--- src/pkg/sadc_defines.vh ---
// Constants for the successive-approximation converter control block.
// Assumes a single 100 MHz clock and a plain strobe register port.
//
// Functional notes
// - Clock select: 00 div2, 01 div8, 10 div32, 11 internal RC oscillator.
// - With power on, writing start bit begins conversion; reads 1 meanwhile.
// - Hardware clears start bit when conversion finishes.
// - Power bit 1 runs converter; 0 shuts it off.
// - Eight-bit result produced by successive approximation of held sample.
// - Reference selectable: supply or input three reference pin.
// - Pin config field maps analog/digital pins and reference per table.
// - Pin config bits 7-3 and control bit 1 read zero.
// - Implemented control bits read/write, reset to zero.
// - Sleep conversion only with RC oscillator clock selected.
// - Completion raises the converter done flag for interrupt use.
// - At least two bit periods before next acquisition after conversion.
// - Small variant has five inputs, large variant eight.
// - Each conversion lasts nine and a half bit periods.
// - Clearing start aborts without result update, then waits two periods.
// - Completion loads result; in sleep wakes if enabled, else powers down.
// - Special event trigger sets start bit only when power bit set.
`ifndef SADC_DEFINES_VH
`define SADC_DEFINES_VH
`define SADC_ADDR_CONV 8'h1f
`define SADC_ADDR_PCFG 8'h9f
`define SADC_ADDR_RESULT 8'h1e
`define SADC_ADDR_FLAGS 8'h0c
`define SADC_CLK_DIV2 2'h0
`define SADC_CLK_DIV8 2'h1
`define SADC_CLK_DIV32 2'h2
`define SADC_CLK_RC 2'h3
`define SADC_HALF_DIV2 6'h01
`define SADC_HALF_DIV8 6'h04
`define SADC_HALF_DIV32 6'h10
`define SADC_CONV_HALVES 5'h13
`define SADC_WAIT_HALVES 5'h04
`define SADC_CMP_HALF 5'h03
`define SADC_CCP_TRIG_MODE 4'hb
`define SADC_BIT_START 2
`define SADC_BIT_POWER 0
`define SADC_BIT_DONE 6
`define SADC_BIT_IEN 6
`endif

--- src/core/sadc_ctrl.v ---
// Successive-approximation converter control: registers, bit clock,
// sequencer and pin map. Assumes comparator input synchronous to clock
// and an external RC oscillator tick already aligned to this clock.
//
// Added by the designer: strobed register access.
`include "sadc_defines.vh"
`timescale 1ns/1ps
`default_nettype none
module sadc_ctrl #(
   parameter NUM_INPUTS = 8,
   parameter RES_BITS = 8
) (
   input wire clock, // System clock 100 MHz
   input wire sys_rst, // Synchronous reset, active high
   input wire [7:0] reg_addr, // Register address
   input wire [7:0] reg_wdata, // Write data
   input wire reg_wr, // Write strobe
   input wire reg_rd, // Read strobe
   output reg [7:0] reg_rdata, // Read data, cycle after strobe
   input wire rc_osc_tick, // One pulse per RC oscillator half period
   input wire sleep_mode, // Device is sleeping
   input wire [3:0] ccp_mode, // Capture/compare two mode field
   input wire ccp_trigger, // Special event trigger pulse
   input wire cmp_in, // Comparator: sample at or above trial level
   output reg [RES_BITS-1:0] dac_code, // Trial code to the DAC
   output reg [2:0] mux_channel, // Selected analog input
   output reg sample_en, // Sampling switch closed
   output reg analog_on, // Analog bias enabled
   output reg ref_from_pin, // Reference taken from input three pin
   output reg [7:0] analog_pin_mask, // 1 marks an analog pin
   output reg conv_done_flag, // Completion flag, sticky
   output reg conv_done_irq, // Completion interrupt request level
   output reg wake_req // Wake pulse from sleep
);

   // ****************************************
   // Registers and states
   // ****************************************
   localparam ST_IDLE = 2'h0;
   localparam ST_CONV = 2'h1;
   localparam ST_WAIT = 2'h2;

   reg [1:0] clk_sel_r;
   reg [2:0] chan_r;
   reg start_r;
   reg power_r;
   reg [2:0] pcfg_r;
   reg ien_r;
   reg [RES_BITS-1:0] result_r;
   reg [RES_BITS-1:0] sar_r;
   reg [RES_BITS-1:0] trial_r;
   reg [1:0] state_r;
   reg [5:0] div_cnt_r;
   reg [4:0] half_cnt_r;
   reg idle_off_r;
   reg [5:0] half_div;
   reg half_tick;
   reg [7:0] mask_nxt;
   reg ref_nxt;
   wire wr_conv;
   wire start_clr_sw;
   wire conv_end;
   wire trig_start;
   wire [RES_BITS-1:0] bit_now;
   wire [3:0] bit_idx;
   wire flag_clr;

   assign wr_conv = reg_wr && (reg_addr == `SADC_ADDR_CONV);
   assign start_clr_sw = wr_conv && !reg_wdata[`SADC_BIT_START];
   // Writing zero to the done bit clears it; a one leaves it alone
   assign flag_clr = reg_wr && (reg_addr == `SADC_ADDR_FLAGS) &&
      !reg_wdata[`SADC_BIT_DONE];
   assign trig_start = power_r && ccp_trigger &&
      (ccp_mode == `SADC_CCP_TRIG_MODE);
   assign conv_end = (state_r == ST_CONV) && half_tick &&
      (half_cnt_r == `SADC_CONV_HALVES - 5'h01);
   // Bit under trial: one bit per full period after the first full period
   assign bit_idx = half_cnt_r[4:1];
   assign bit_now = (bit_idx >= 4'h1 && bit_idx <= RES_BITS) ?
      ({{(RES_BITS-1){1'b0}}, 1'b1} << (RES_BITS - bit_idx)) :
      {RES_BITS{1'b0}};

   // ****************************************
   // Bit period clock
   // ****************************************
   // clock select
   always @* begin
      case (clk_sel_r)
         `SADC_CLK_DIV2: begin
            half_div = `SADC_HALF_DIV2;
         end
         `SADC_CLK_DIV8: begin
            half_div = `SADC_HALF_DIV8;
         end
         `SADC_CLK_DIV32: begin
            half_div = `SADC_HALF_DIV32;
         end
         default: begin
            // RC source paces itself, the divider is unused
            half_div = 6'h00;
         end
      endcase
      if (clk_sel_r == `SADC_CLK_RC)
         half_tick = rc_osc_tick;
      else
         half_tick = !sleep_mode && (div_cnt_r == half_div - 6'h01);
   end

   always @(posedge clock) begin
      if (sys_rst || state_r == ST_IDLE || half_tick)
         div_cnt_r <= 6'h00;
      else
         div_cnt_r <= div_cnt_r + 6'h01;
   end

   // ****************************************
   // Conversion sequencer
   // ****************************************
   always @(posedge clock) begin
      if (sys_rst) begin
         state_r <= ST_IDLE;
         half_cnt_r <= 5'h00;
         sar_r <= {RES_BITS{1'b0}};
         trial_r <= {RES_BITS{1'b0}};
         result_r <= {RES_BITS{1'b0}};
         idle_off_r <= 1'b0;
      end else begin
         if (!power_r) begin
            state_r <= ST_IDLE;
            idle_off_r <= 1'b0;
         end
         case (state_r)
            ST_IDLE: begin
               half_cnt_r <= 5'h00;
               if (power_r && (trig_start || (wr_conv &&
                   reg_wdata[`SADC_BIT_START] && !start_r))) begin
                  state_r <= ST_CONV;
                  sar_r <= {RES_BITS{1'b0}};
                  trial_r <= {1'b1, {(RES_BITS-1){1'b0}}};
                  idle_off_r <= 1'b0;
               end
            end
            ST_CONV: begin
               if (start_clr_sw ||
                   (sleep_mode && clk_sel_r != `SADC_CLK_RC)) begin
                  state_r <= ST_WAIT;
                  half_cnt_r <= 5'h00;
                  if (sleep_mode)
                     idle_off_r <= 1'b1;
               end else if (half_tick) begin
                  half_cnt_r <= half_cnt_r + 5'h01;
                  if (half_cnt_r[0] && bit_now != {RES_BITS{1'b0}}) begin
                     if (cmp_in)
                        sar_r <= sar_r | bit_now;
                     trial_r <= (cmp_in ? (sar_r | bit_now) : sar_r) |
                        (bit_now >> 1);
                  end
                  if (conv_end) begin
                     result_r <= cmp_in ? (sar_r | bit_now) : sar_r;
                     state_r <= ST_WAIT;
                     half_cnt_r <= 5'h00;
                     // asleep without interrupt the module turns off
                     if (sleep_mode && !ien_r)
                        idle_off_r <= 1'b1;
                  end
               end
            end
            ST_WAIT: begin
               if (half_tick)
                  half_cnt_r <= half_cnt_r + 5'h01;
               if (half_tick && half_cnt_r == `SADC_WAIT_HALVES - 5'h01)
                  state_r <= ST_IDLE;
            end
            default: state_r <= ST_IDLE;
         endcase
      end
   end

   // ****************************************
   // Start bit, done flag and wake
   // ****************************************
   always @(posedge clock) begin
      if (sys_rst) begin
         start_r <= 1'b0;
         conv_done_flag <= 1'b0;
         wake_req <= 1'b0;
      end else begin
         if (conv_end) begin
            start_r <= 1'b0;
         end else if (wr_conv) begin
            // Old power bit decides, so power and start take two writes
            start_r <= power_r && reg_wdata[`SADC_BIT_START] &&
               (state_r == ST_IDLE || start_r);
         end else if (trig_start && state_r == ST_IDLE) begin
            start_r <= 1'b1;
         end
         if (conv_end) begin
            conv_done_flag <= 1'b1;
         end else if (flag_clr) begin
            conv_done_flag <= 1'b0;
         end
         // wake only where the interrupt may fire
         wake_req <= conv_end && sleep_mode && ien_r;
      end
   end

   // ****************************************
   // Register file
   // ****************************************
   always @(posedge clock) begin
      if (sys_rst) begin
         clk_sel_r <= 2'h0;
         chan_r <= 3'h0;
         power_r <= 1'b0;
         pcfg_r <= 3'h0;
         ien_r <= 1'b0;
      end else begin
         if (wr_conv) begin
            clk_sel_r <= reg_wdata[7:6];
            chan_r <= reg_wdata[5:3];
            power_r <= reg_wdata[`SADC_BIT_POWER];
         end
         if (reg_wr && reg_addr == `SADC_ADDR_PCFG)
            pcfg_r <= reg_wdata[2:0];
         if (reg_wr && reg_addr == `SADC_ADDR_FLAGS)
            ien_r <= reg_wdata[`SADC_BIT_IEN + 1];
      end
   end

   // ****************************************
   // Read port
   // ****************************************
   always @(posedge clock) begin
      if (sys_rst) begin
         reg_rdata <= 8'h00;
      end else if (reg_rd) begin
         case (reg_addr)
            `SADC_ADDR_CONV: reg_rdata <= {clk_sel_r, chan_r,
               start_r, 1'b0, power_r};
            `SADC_ADDR_PCFG: reg_rdata <= {5'h00, pcfg_r};
            `SADC_ADDR_RESULT: reg_rdata <= result_r;
            `SADC_ADDR_FLAGS: reg_rdata <= {ien_r, conv_done_flag,
               6'h00};
            default: reg_rdata <= 8'h00;
         endcase
      end else begin
         // Data stand one cycle only, then the port idles at zero
         reg_rdata <= 8'h00;
      end
   end

   // ****************************************
   // Pin map and analog controls
   // ****************************************
   // pin config table
   always @* begin
      case (pcfg_r)
         3'h0: begin
            mask_nxt = 8'hff;
            ref_nxt = 1'b0;
         end
         3'h1: begin
            mask_nxt = 8'hf7;
            ref_nxt = 1'b1;
         end
         3'h2: begin
            mask_nxt = 8'h1f;
            ref_nxt = 1'b0;
         end
         3'h3: begin
            mask_nxt = 8'h17;
            ref_nxt = 1'b1;
         end
         3'h4: begin
            mask_nxt = 8'h0b;
            ref_nxt = 1'b0;
         end
         // Code five repeats code one
         3'h5: begin
            mask_nxt = 8'hf7;
            ref_nxt = 1'b1;
         end
         // All digital, supply reference
         3'h6, 3'h7: begin
            mask_nxt = 8'h00;
            ref_nxt = 1'b0;
         end
         default: begin
            mask_nxt = 8'h00;
            ref_nxt = 1'b0;
         end
      endcase
      if (NUM_INPUTS < 8)
         mask_nxt = mask_nxt & ((8'h01 << NUM_INPUTS) - 8'h01);
   end

   always @(posedge clock) begin
      if (sys_rst) begin
         analog_pin_mask <= 8'h00;
         ref_from_pin <= 1'b0;
      end else begin
         analog_pin_mask <= mask_nxt;
         ref_from_pin <= ref_nxt;
      end
   end

   // ****************************************
   // Analog controls
   // ****************************************
   always @(posedge clock) begin
      if (sys_rst) begin
         mux_channel <= 3'h0;
         dac_code <= {RES_BITS{1'b0}};
         sample_en <= 1'b0;
         analog_on <= 1'b0;
         conv_done_irq <= 1'b0;
      end else begin
         mux_channel <= chan_r;
         dac_code <= trial_r;
         // Sampling continues whenever idle with the bias on, so acquisition starts itself
         sample_en <= power_r && !idle_off_r && state_r == ST_IDLE;
         // off after a sleep abort or a sleep completion without interrupt, power bit kept
         analog_on <= power_r && !idle_off_r;
         conv_done_irq <= conv_done_flag && ien_r;
      end
   end

endmodule
`default_nettype wire

--- config.mk ---
export PLATFORM = sky130hd
export DESIGN_NAME = sadc_ctrl
export DESIGN_NICKNAME = d
export VERILOG_FILES = /design/src/core/sadc_ctrl.v
export VERILOG_INCLUDE_DIRS = /design/src /design/src/pkg
export SDC_FILE = /design/constraint.sdc
export NUM_CORES = 1
export LEC_CHECK = 0
export BUFFER_PORTS_ARGS = -buffer_cell sky130_fd_sc_hd__buf_2
export CAP_MARGIN = 20
export CORE_ASPECT_RATIO = 1.2
export CORE_UTILIZATION = 40
export CTS_CLUSTER_DIAMETER = 150
export DETAILED_ROUTE_END_ITERATION = 10
export GPL_TIMING_DRIVEN = 1
export PLACE_DENSITY = 0.69
export SKIP_LAST_GASP = 1
export SYNTH_ARGS = -nofsm -noshare
export SYNTH_HDL_FRONTEND = slang
export SYNTH_SLANG_ARGS = --single-unit
--- constraint.sdc ---
create_clock -name clock -period 3.65 [get_ports clock]
set_clock_uncertainty 0.15 [all_clocks]
set_input_delay 0.1825 -clock clock [delete_from_list [all_inputs] [get_ports clock]]
set_output_delay 0.1825 -clock clock [all_outputs]
set_load 0.01 [all_outputs]
==> metrics.md, run 1 <==
| Metric | Value |
|---|---|
| Outcome | finished, final reports clean |
| Post-Synthesis Cell Area | 3510 um^2 |
| Worst Hold Path EP | reg_rdata[1] |
| Max-cap violations | 0 |
| Initial DRC count | about 140 |
| Post-CTS Resized | 0 |
| Synthesis Warnings | 0 |
| Fmax achieved | roughly 0.31 GHz |
| Total track usage | between 10% and 20% |
| EDFF count, synth | 0 |
| Gr ovfl total | 0 |
| Hold WC Path Type | in -> reg |
| Post-Syn Instances | between 300 and 400 |
| Hold Path Depth | 3 |
| Synth-to-Final Area Change | 18.0% |
| Initial core utilization | 41.0% |
| Vias in the first global route | about 2900 |
| Syn avg cell area | around 9 um^2 |
| RR Startpoint | clk_sel_r[0] |
| Largest net degree at the start of global routing | 34 |
| CTS Buf Count | 9 |
| Worst slack at placement | between 0.4 and 0.5 ns |
| Ports | ~60 |
| Top cells by area in the synthesized netlist | dfxtp_1 (45%), nor2_1 (4.4%), ha_1 (3.9%) |
| Leak | ~1.7 nW |
| Share of cells above drive strength 1 | 19.7% |
| Antenna violations before repair | 0 |
| Combinational Power Share | under 10% |
| Core Region | around 8600 um^2 |
| Worst slew margin | between 30 and 40% |
| Std cell rows | 37 |
| Sink Count | 78 |
| Routed Antenna Nets | 0 |
| PD cells | about 380 nW/um^2 |
| Sum of negative setup slack | 0 ns |
| Die Wd | 87.5 um |
| Synth cell types | between 50 and 60 |
| Final Hold Fails | 0 |
| Hold buffer count at CTS | 10 |
| Switching Fraction | between 20 and 25% |
| Critical path class | reg -> reg |
| IO Port Bufs | 60 |
| Pint | 0.00122 W |
| Total number of vias | approximately 3000 |
| FFs w/ async S/R, synth | 0% |
| Die Y | 105 um |
| CTS tree | yes |
| Clock power frac | a little over two fifths |
| Setup bufs post-CTS | 0 |
| Final period util | about nine tenths |
| Unrepaired setup endpoints after global routing | no |
| PnR worst setup slack | between 0.4 and 0.5 ns |
| Final-report setup violation count | 0 |
| CTS Root Cell | clkbuf_8 |
| Htree depth | 3 |
| Clk slew on worst S/H paths | ~0.080 ns |
| First-pass GRT wire length | 13000 um |
| Global placement routability congestion | 0.847 |
| CP arrival | 3.32 ns |
| Flops & latches, synth | 78 |
| Wire length per cell | 13.7 um |
| Inserted Diodes | 0 |
| Hold Path Origin | reg_addr[0] |
| Prevailing post-synth register cell | dfxtp_1 |
| WL final | about 7700 um |
| Seq pwr share | between 50 and 60% |
| Layout Nets | 480 |
| Tmin final | ~3.2 ns |
| Critical Path Start Type | register |
| Share of the synthesized area in the top cell type | 44.5% |
| CP required | between 3 and 4 ns |
| Worst-Margin Slew | between 0.9 and 1 ns |
| Sw Pwr | around 0.00035 W |
| Critical Path End Type | register |
| R2R setup slack | ~0.43 ns |
| Worst IR drop on VDD | roughly 0.19 mV |
| Area leader, netlist | dfxtp_1 |
| Final Max Slew Viols | 0 |
| Die area | a little over 9000 um^2 |
| R2R Path End | trial_r[4] |
| Clock latency at the later pin of the worst-skew pair | 0.36 ns |
| Synth top cells by count | dfxtp_1 (78), nor2_1 (41), nand2_1 (24), a21oi_1 (21), inv_1 (21) |
| Buffer levels on the longest clock path | 2 |
| Syn nets | around 420 |
| Cell with the most instances after synthesis | dfxtp_1 |
| Worst r2r path cells | 8 |
| DPL Wire Length | around 5500 um |
| First-pass detailed-route iteration total | 4 |
| DRC | 0 |
| Post-synthesis sequential area ratio | approximately 45% |
| Crit path max fanout | 15 |
| Vias/cell | around 5.4 |
==> stage by stage <==
stage / hold WS (ns) / std cells / cell area (um^2) / total power (W) / util (%)
2_1_floorplan: 0.176 / 382 / 3510 / 0.000904 / -
3_3_place_gp: 0.263 / 537 / 3840 / 0.000928 / 44.9
3_5_place_dp: 0.274 / 537 / 3840 / 0.000928 / 44.9
4_1_cts: 0.000357 / 563 / 4140 / 0.00158 / 48.4
5_1_grt: 0.0364 / 563 / 4140 / 0.00163 / 48.4
6_report: 0.0142 / 563 / 4140 / 0.00157 / 48.4
==> power groups by stage <==
stage	registers (W)	logic [W]	clock network, W
2_1_floorplan	0.000875	0.0000286	0
3_3_place_gp	0.000874	0.0000541	0
3_5_place_dp	0.000874	0.0000543	0
4_1_cts	0.000854	0.0000613	0.000669
5_1_grt	0.000854	0.0000673	0.000704
6_report	0.000853	0.0000613	0.000657
==> layout make-up <==
class	instances	area (um^2)
repair buffers	71	408
clock inverters	4	55.1
well taps	117	146
flip-flops and latches	78	1560
clock buffers	12	145
fillers	824	4420
multi-input cells	260	1750
inverters	21	78.8
==> worst max path at each step <==
stage                 startpoint             to  slack (ns)  cells after the start
CTS                 clk_sel_r[0]     trial_r[4]        0.42                      8
floorplan           clk_sel_r[0]  half_cnt_r[3]        0.89                      7
detailed placement  clk_sel_r[0]     trial_r[4]        0.45                      8
global placement    clk_sel_r[0]     trial_r[4]        0.56                      8
finish              clk_sel_r[0]     trial_r[4]        0.43                      8
global route        clk_sel_r[0]  half_cnt_r[3]        0.25                      8
==> cells by family (layout without fill, tap and decap cells) <==
family                     count (synthesis)  after routing  share of synthesized area [%]
buffers and inverters                     44            108                           5.71
DFF                                       78             78                           44.5
adders and majority gates                 11             11                           3.92
xor gates and xnor gates                   5              5                           1.25
and+or+nand+nor                          143            143                           22.8
AOI/OAI and AO/OA                         86             86                           17.4
muxes                                     15             15                           4.42
==> critical path: stages, from the launching register on <==
cell	delay (ns)
dfxtp_1	0.37
or2_2	0.32
ha_1	0.21
xor2_1	0.15
nor4_1	0.23
a31oi_1	0.40
nor4bb_1	0.37
o21a_1	0.51
mux2_2	0.40
==> metal layers <==
layer | routed length (um) | vias to the layer above | GRT usage [%]
met3 | 368 | 20 | 5.06
met4 | 218 | 0 | 8.31
met1 | 3450 | 1435 | 21.1
met2 | 3700 | 92 | 30.5
met5 | 0 | - | 0
li1 | - | 1484 | -
==> registers in the layout (all words and copies together), names as in the netlist <==
register,count
ien_r,1
div_cnt_r,6
start_r,1
power_r,1
conv_done_irq,1
chan_r,3
half_cnt_r,5
analog_on,1
result_r,8
state_r,2
dac_code,8
sar_r,8
ref_from_pin,1
mux_channel,3
wake_req,1
sample_en,1
pcfg_r,3
conv_done_flag,1
analog_pin_mask,4
reg_rdata,8
idle_off_r,1
trial_r,8
clk_sel_r,2
==> placed cells by master (no fill, tap or decap), drive strengths merged, types with 4 or more instances in the layout <==
master / instances
clkbuf: 12
mux2i: 11
dfxtp: 78
a21oi: 21
nor4: 4
ha: 11
or4: 5
a31oi: 5
o21a: 4
nand2: 24
nor3: 6
o21ai: 9
dlygate4sd3: 10
nand2b: 6
xor2: 4
a211oi: 9
and3b: 4
nor2: 41
mux2: 4
or2: 4
or3: 7
buf: 61
a22oi: 5
inv: 22
o32ai: 11
nor2b: 13
nand3: 10
(Power assumes the default switching activity.)
==> run 2: changes to the inputs <==
--- a/config.mk
+++ b/config.mk
@@ -8,12 +8,14 @@
 export LEC_CHECK = 0
 export BUFFER_PORTS_ARGS = -buffer_cell sky130_fd_sc_hd__buf_2
 export CAP_MARGIN = 20
+export CELL_PAD_IN_SITES_DETAIL_PLACEMENT = 0
+export CELL_PAD_IN_SITES_GLOBAL_PLACEMENT = 2
 export CORE_ASPECT_RATIO = 1.2
-export CORE_UTILIZATION = 40
+export CORE_UTILIZATION = 36
 export CTS_CLUSTER_DIAMETER = 150
 export DETAILED_ROUTE_END_ITERATION = 10
 export GPL_TIMING_DRIVEN = 1
-export PLACE_DENSITY = 0.69
+export PLACE_DENSITY = 0.92
 export SKIP_LAST_GASP = 1
 export SYNTH_ARGS = -nofsm -noshare
 export SYNTH_HDL_FRONTEND = slang
==> constraint.sdc (replaced) <==
create_clock -name clock -period 3.7 [get_ports clock]
set_clock_uncertainty 0.15 [all_clocks]
set_input_delay 0.185 -clock clock [delete_from_list [all_inputs] [get_ports clock]]
set_output_delay 0.185 -clock clock [all_outputs]
set_load 0.01 [all_outputs]
==> run 2 against run 1 <==
First-iteration DRC count fell by 9.2%. Clock power rose by 44%. Sequential power fell by 1%. Fmax rose by 0.66%. Die area rose by 11%. Critical path type unchanged. Critical endpoint is now trial_r[5]. Highest routed layer unchanged.
==> metrics.md, run 2 (synthesized netlist as in run 1, its figures left out) <==
| Metric | Value |
|---|---|
| Crit-path cells | or2_2, ha_1, xor2_1, nor4_1, a31oi_1, nor4bb_1, o21a_1, mux2_2 |
| Synth-to-Final Area Change | 21.4% |
| Largest stage delay on the critical path | 0.53 ns (+0.02 ns) |
| Clk slew on worst S/H paths | 0.06 ns (-0.02 ns) |
| Initial DRC count | 128 (-9.2%) |
| CTS tree | yes |
| Sw Pwr | 0.000390 W (+10%) |
| Final Max Slew Viols | 0 (unchanged) |
| Switching Fraction | 21.0% (-1.5 points) |
| Unrepaired setup endpoints after global routing | no |
| Core Region | 9520 um^2 (+11%) |
| Worst path slowest cell | o21a_1 |
| WL final | 7980 um (+3.3%) |
| Worst setup path start | clk_sel_r[0] |
| Buffer levels on the longest clock path | 2 (unchanged) |
| Critical path class | reg -> reg |
| Global placement routability congestion | 0.789 (-6.8%) |
| Tmin final | 3.20 ns (-0.0211 ns) |
| Htree depth | 3 (unchanged) |
| R2R setup slack | 0.50 ns (+0.07 ns) |
| Final Hold Fails | 0 (unchanged) |
| Inserted Diodes | 0 (unchanged) |
| Hold WC Path Type | in -> reg |
| DPL Wire Length | 5740 um (+3.7%) |
| Worst r2r path cells | 8 (unchanged) |
| Clock latency at the later pin of the worst-skew pair | 0.34 ns (-0.02 ns) |
| Area of the multi-input gates | 1750 um^2 (unchanged) |
| Commonest cells after routing, fill and taps aside | dfxtp_1 (78), buf_2 (60), nor2_1 (41), nand2_1 (24) |
| Design Power | 0.00185 W (+18%) |
| Layout Nets | 479 (-0.21%) |
| CP arrival | 3.27 ns (-0.05 ns) |
| Antenna violations before repair | 0 (unchanged) |
| Leak | 1.72 nW (+3.5%) |
| Total number of vias | 2945 (-2.8%) |
| CTS Buf Count | 9 (unchanged) |
| Final period util | 86.4% (-1.8 points) |
| Std cell rows | 39 (+5.4%) |
| Vias/cell | 5.18 (-3.7%) |
| Setup bufs post-CTS | 0 (unchanged) |
| Gr ovfl total | 0 (unchanged) |
| RR Startpoint | clk_sel_r[0] |
| Initial core utilization | 36.9% (-4.1 points) |
| Die area | 10100 um^2 (+11%) |
| Final-report setup violation count | 0 (unchanged) |
| Worst IR drop on VDD | 0.255 mV (+32%) |
| Die Wd | 92.1 um (+5.3%) |
| Reg area | 1560 um^2 (unchanged) |
| Sink Count | 78 (unchanged) |
| Pint | 0.00146 W (+20%) |
| CP required | 3.78 ns (+0.03 ns) |
| Worst slew margin | 35.8% (+1.9 points) |
| Crit path max fanout | 15 (unchanged) |
| CTS Root Cell | clkbuf_16 |
| Seq pwr share | 45.5% (-8.8 points) |
| Fmax achieved | 0.313 GHz (+0.66%) |
| Wire length per cell | 14.1 um (+2.4%) |
| First-pass GRT wire length | 13100 um (+0.69%) |
| Die Y | 110 um (+5.3%) |
| Combinational Power Share | 3.3% (-0.6 points) |
| Vias in the first global route | 2684 (-6.6%) |
| Routed Antenna Nets | 0 (unchanged) |
| Share of cells above drive strength 1 | 20.2% (+0.49 points) |
| Critical Path End Type | register |
| Total track usage | 16.8% (-1.4 points) |
| Max-cap violations | 0 (unchanged) |
| Fill count | 949 (+15%) |
| R2R Path End | trial_r[5] |
| Largest net degree at the start of global routing | 38 (+12%) |
| Crit path to | trial_r[5] |
| Clock power frac | 51.2% (+9.4 points) |
| IO Port Bufs | 60 (unchanged) |
| Worst-Margin Slew | 0.958 ns (-0.0289 ns) |
| Most common cell after layout, fill and taps aside | dfxtp_1 |
| Outcome | finished, final reports clean |
| Sum of negative setup slack | 0 ns (unchanged) |
| DRC | 0 (unchanged) |
| Ports | 61 (unchanged) |
| PD cells | 435 nW/um^2 (+15%) |
| Critical Path Start Type | register |
| First-pass detailed-route iteration total | 6 (+2) |
run 2: cell types whose count changed in the layout (fill, tap and decap cells not counted):
cell | previous run | this run
clkbuf_1 | 2 | 0
bufinv_16 | 1 | 2
clkbuf_8 | 10 | 0
clkinv_2 | 0 | 2
clkbuf_16 | 0 | 9
inv_6 | 1 | 2
dlygate4sd3_1 | 10 | 9
clkinvlp_4 | 1 | 0
run 2: per-layer routing:
metal / share of wire, % / GRT usage (%)
met1: 45 / 19.9
met2: 49 / 28.9
met3: 4.3 / 3.70
met4: 2.1 / 7.70
met5: 0 / 0
run 2: what timing repair did:
| action | in CTS | in global routing |
|---|---|---|
| hold buffers | 9 | 0 |
| gates resized for setup | 0 | 0 |
| endpoints found under the hold margin | 10 | 0 |
run 2: area by class of cell:
type | instances | share of cell area, %
tap | 123 | 3.61
clock inverter | 7 | 2.26
sequential | 78 | 36.7
clock buffer | 9 | 5.29
multi-input combinational | 260 | 41.0
inverter | 21 | 1.85
timing repair buffer | 70 | 9.34
run 2: worst min path at each step:
| stage | startpoint | to | cells past startpoint |
|---|---|---|---|
| after detailed placement | reg_wdata[5] | chan_r[2] | 3 |
| after CTS | reg_addr[0] | reg_rdata[1] | 3 |
| after global routing | reg_addr[0] | reg_rdata[1] | 3 |
| final | reg_addr[0] | reg_rdata[1] | 3 |
| after floorplan | reg_wdata[3] | chan_r[0] | 2 |
| after global placement | reg_wdata[4] | chan_r[1] | 3 |
run 2: critical path, delay by kind of cell, from the launching register on:
family	cells	cell delay, ns
adders and majority gates	1	0.21
and+or+nand+nor	3	0.89
xor gates and xnor gates	1	0.16
muxes	1	0.40
AOI/OAI and AO/OA	2	0.91
DFF	1	0.37
run 2: stage by stage:
step | cells | setup slack (ns) | utilization, % | hold slack [ns] | cell area (um^2)
2_1_floorplan | 382 | 0.937 | - | 0.179 | 3510
3_3_place_gp | 543 | 0.572 | 40.4 | 0.269 | 3850
3_5_place_dp | 543 | 0.494 | 40.4 | 0.281 | 3850
4_1_cts | 568 | 0.486 | 44.8 | 0.0295 | 4260
5_1_grt | 568 | 0.263 | 44.8 | 0.0547 | 4260
6_report | 568 | 0.504 | 44.8 | 0.0313 | 4260
run 2: power groups by stage:
stage	registers, W	logic, W	clock network [W]
6_report	0.000843	0.0000615	0.000948
3_5_place_dp	0.000862	0.0000544	0
5_1_grt	0.000843	0.0000676	0.00100
3_3_place_gp	0.000862	0.0000543	0
4_1_cts	0.000843	0.0000621	0.000974
2_1_floorplan	0.000863	0.0000282	0
==> run 3: changes to the inputs <==
--- a/config.mk
+++ b/config.mk
@@ -15,6 +15,7 @@
 export CTS_CLUSTER_DIAMETER = 150
 export DETAILED_ROUTE_END_ITERATION = 10
 export GPL_TIMING_DRIVEN = 1
+export MAX_ROUTING_LAYER = met4
 export PLACE_DENSITY = 0.92
 export SKIP_LAST_GASP = 1
 export SYNTH_ARGS = -nofsm -noshare
==> run 3 against run 2 <==
Sequential cell count stayed put. Global-route usage grew 0.50 points. Critical path depth is the same. Wire length is 0.26% higher. Design area unchanged. Fmax fell by 0.30%. Worst hold slack better by 0.0022 ns. Power is essentially flat. Utilization unchanged. Setup slack lost 0.0097 ns. Non-clock buffer count is the same. Critical endpoint is now trial_r[6]. Largest cell class unchanged. Largest power group unchanged. Highest routed layer unchanged.
==> metrics.md, run 3 (synthesized netlist as in run 1, its figures left out) <==
| Metric | Value |
|---|---|
| IO Port Bufs | 60 (unchanged) |
| Hold WC Path Type | in -> reg |
| Leak | 1.72 nW (unchanged) |
| Most common cell after layout, fill and taps aside | dfxtp_1 |
| Post-CTS Resized | 0 (unchanged) |
| Routed Antenna Nets | 0 (unchanged) |
| Htree depth | 3 (unchanged) |
| Worst IR drop on VDD | 0.254 mV (-0.49%) |
| CTS tree | yes |
| Clock latency at the later pin of the worst-skew pair | 0.34 ns (about the same) |
| Global placement routability congestion | 0.800 (+1.4%) |
| DPL Wire Length | 5740 um (unchanged) |
| Final Hold Fails | 0 (unchanged) |
| Largest net degree at the start of global routing | 38 (unchanged) |
| Wire length per cell | 14.1 um (+0.26%) |
| CTS Buf Count | 9 (unchanged) |
| DRC | 0 (unchanged) |
| Design Power | 0.00185 W (about the same) |
| Worst r2r path cells | 8 (unchanged) |
| Critical Path Start Type | register |
| Tmin final | 3.21 ns (+0.00968 ns) |
| Fmax achieved | 0.312 GHz (-0.30%) |
| Layout Nets | 479 (unchanged) |
| Vias in the first global route | 2683 (-0.037%) |
| R2R setup slack | 0.49 ns (about the same) |
| First-pass GRT wire length | 13100 um (+0.11%) |
| Total track usage | 17.3% (+0.50 points) |
| Std cell rows | 39 (unchanged) |
| Commonest cells after routing, fill and taps aside | dfxtp_1 (78), buf_2 (60), nor2_1 (41), nand2_1 (24) |
| Die area | 10100 um^2 (unchanged) |
| CTS Root Cell | clkbuf_16 |
| R2R Path End | trial_r[6] |
| CP required | 3.78 ns (about the same) |
| Worst-Margin Slew | 0.979 ns (+0.0215 ns) |
| Die Wd | 92.1 um (unchanged) |
| WL final | 8010 um (+0.26%) |
| Clk slew on worst S/H paths | 0.06 ns (about the same) |
| Unrepaired setup endpoints after global routing | no |
| Antenna violations before repair | 0 (unchanged) |
| Ports | 61 (unchanged) |
| Setup bufs post-CTS | 0 (unchanged) |
| Sum of negative setup slack | 0 ns (unchanged) |
| Fill count | 949 (unchanged) |
| Crit path to | trial_r[6] |
| First-pass detailed-route iteration total | 6 (unchanged) |
| Max-cap violations | 0 (unchanged) |
| Die Y | 110 um (unchanged) |
| Initial DRC count | 154 (+20%) |
| Inserted Diodes | 0 (unchanged) |
| CP arrival | 3.28 ns (about the same) |
| Core Region | 9520 um^2 (unchanged) |
| Gr ovfl total | 0 (unchanged) |
| Hold buffer count at CTS | 9 (unchanged) |
| Worst slew margin | 34.4% (-1.4 points) |
| Outcome | finished, final reports clean |
| Buffer levels on the longest clock path | 2 (unchanged) |
| Final-report setup violation count | 0 (unchanged) |
| Worst setup path start | clk_sel_r[0] |
| Critical Path End Type | register |
| Final Max Slew Viols | 0 (unchanged) |
| Crit path max fanout | 15 (unchanged) |
| Vias/cell | 5.19 (+0.14%) |
| Critical path class | reg -> reg |
| Initial core utilization | 36.9% (unchanged) |
| Hold WS | 0.0335 ns (+0.00217 ns) |
| Share of cells above drive strength 1 | 20.2% (unchanged) |
| Synth-to-Final Area Change | 21.4% (unchanged) |
| Sink Count | 78 (unchanged) |
| Total number of vias | 2949 (+0.14%) |
| PD cells | 435 nW/um^2 (about the same) |
| RR Startpoint | clk_sel_r[0] |
| Final period util | 86.6% (+0.26 points) |
run 3: worst min-delay path by stage:
stage	cells past startpoint	slack, ns	to	from
4_1_cts	3	0.03	reg_rdata[1]	reg_addr[0]
3_3_place_gp	3	0.27	chan_r[1]	reg_wdata[4]
6_report	3	0.03	reg_rdata[1]	reg_addr[0]
5_1_grt	3	0.05	reg_rdata[1]	reg_addr[0]
3_5_place_dp	3	0.28	chan_r[2]	reg_wdata[5]
2_1_floorplan	2	0.18	chan_r[0]	reg_wdata[3]
run 3: metal layers:
| layer | routed length (um) | global-route usage (%) |
|---|---|---|
| met1 | 3590 | 20.0 |
| met2 | 3970 | 28.9 |
| met3 | 285 | 3.70 |
| met4 | 166 | 7.70 |
| met5 | 0 | - |
run 3: area by class of cell:
class | instances | area, um^2 | area share, %
clock buffers | 9 | 225 | 5.29
clock inverters | 7 | 96.3 | 2.26
inverters | 21 | 78.8 | 1.85
multi-input cells | 260 | 1750 | 41.0
flip-flops and latches | 78 | 1560 | 36.7
well taps | 123 | 154 | 3.61
repair buffers | 70 | 398 | 9.34
run 3: power breakdown:
part	leakage, nW	internal (W)	switching (W)
clock network	0.160	0.000594	0.000354
logic	0.932	0.0000277	0.0000339
registers	0.629	0.000842	0.000000977
run 3: through the flow:
step | setup slack (ns) | instances | utilization, % | instance area, um^2
global placement | 0.572 | 543 | 40.4 | 3850
global route | 0.263 | 568 | 44.8 | 4260
detailed placement | 0.494 | 543 | 40.4 | 3850
finish | 0.494 | 568 | 44.8 | 4260
CTS | 0.486 | 568 | 44.8 | 4260
floorplan | 0.937 | 382 | - | 3510
run 3: worst max-delay path: stages (launching register included):
cell      delay (ns)
dfxtp_1         0.37
or2_2           0.32
ha_1            0.21
xor2_1          0.16
nor4_1          0.20
a31oi_1         0.38
nor4bb_1        0.37
o21a_1          0.53
mux2_2          0.40
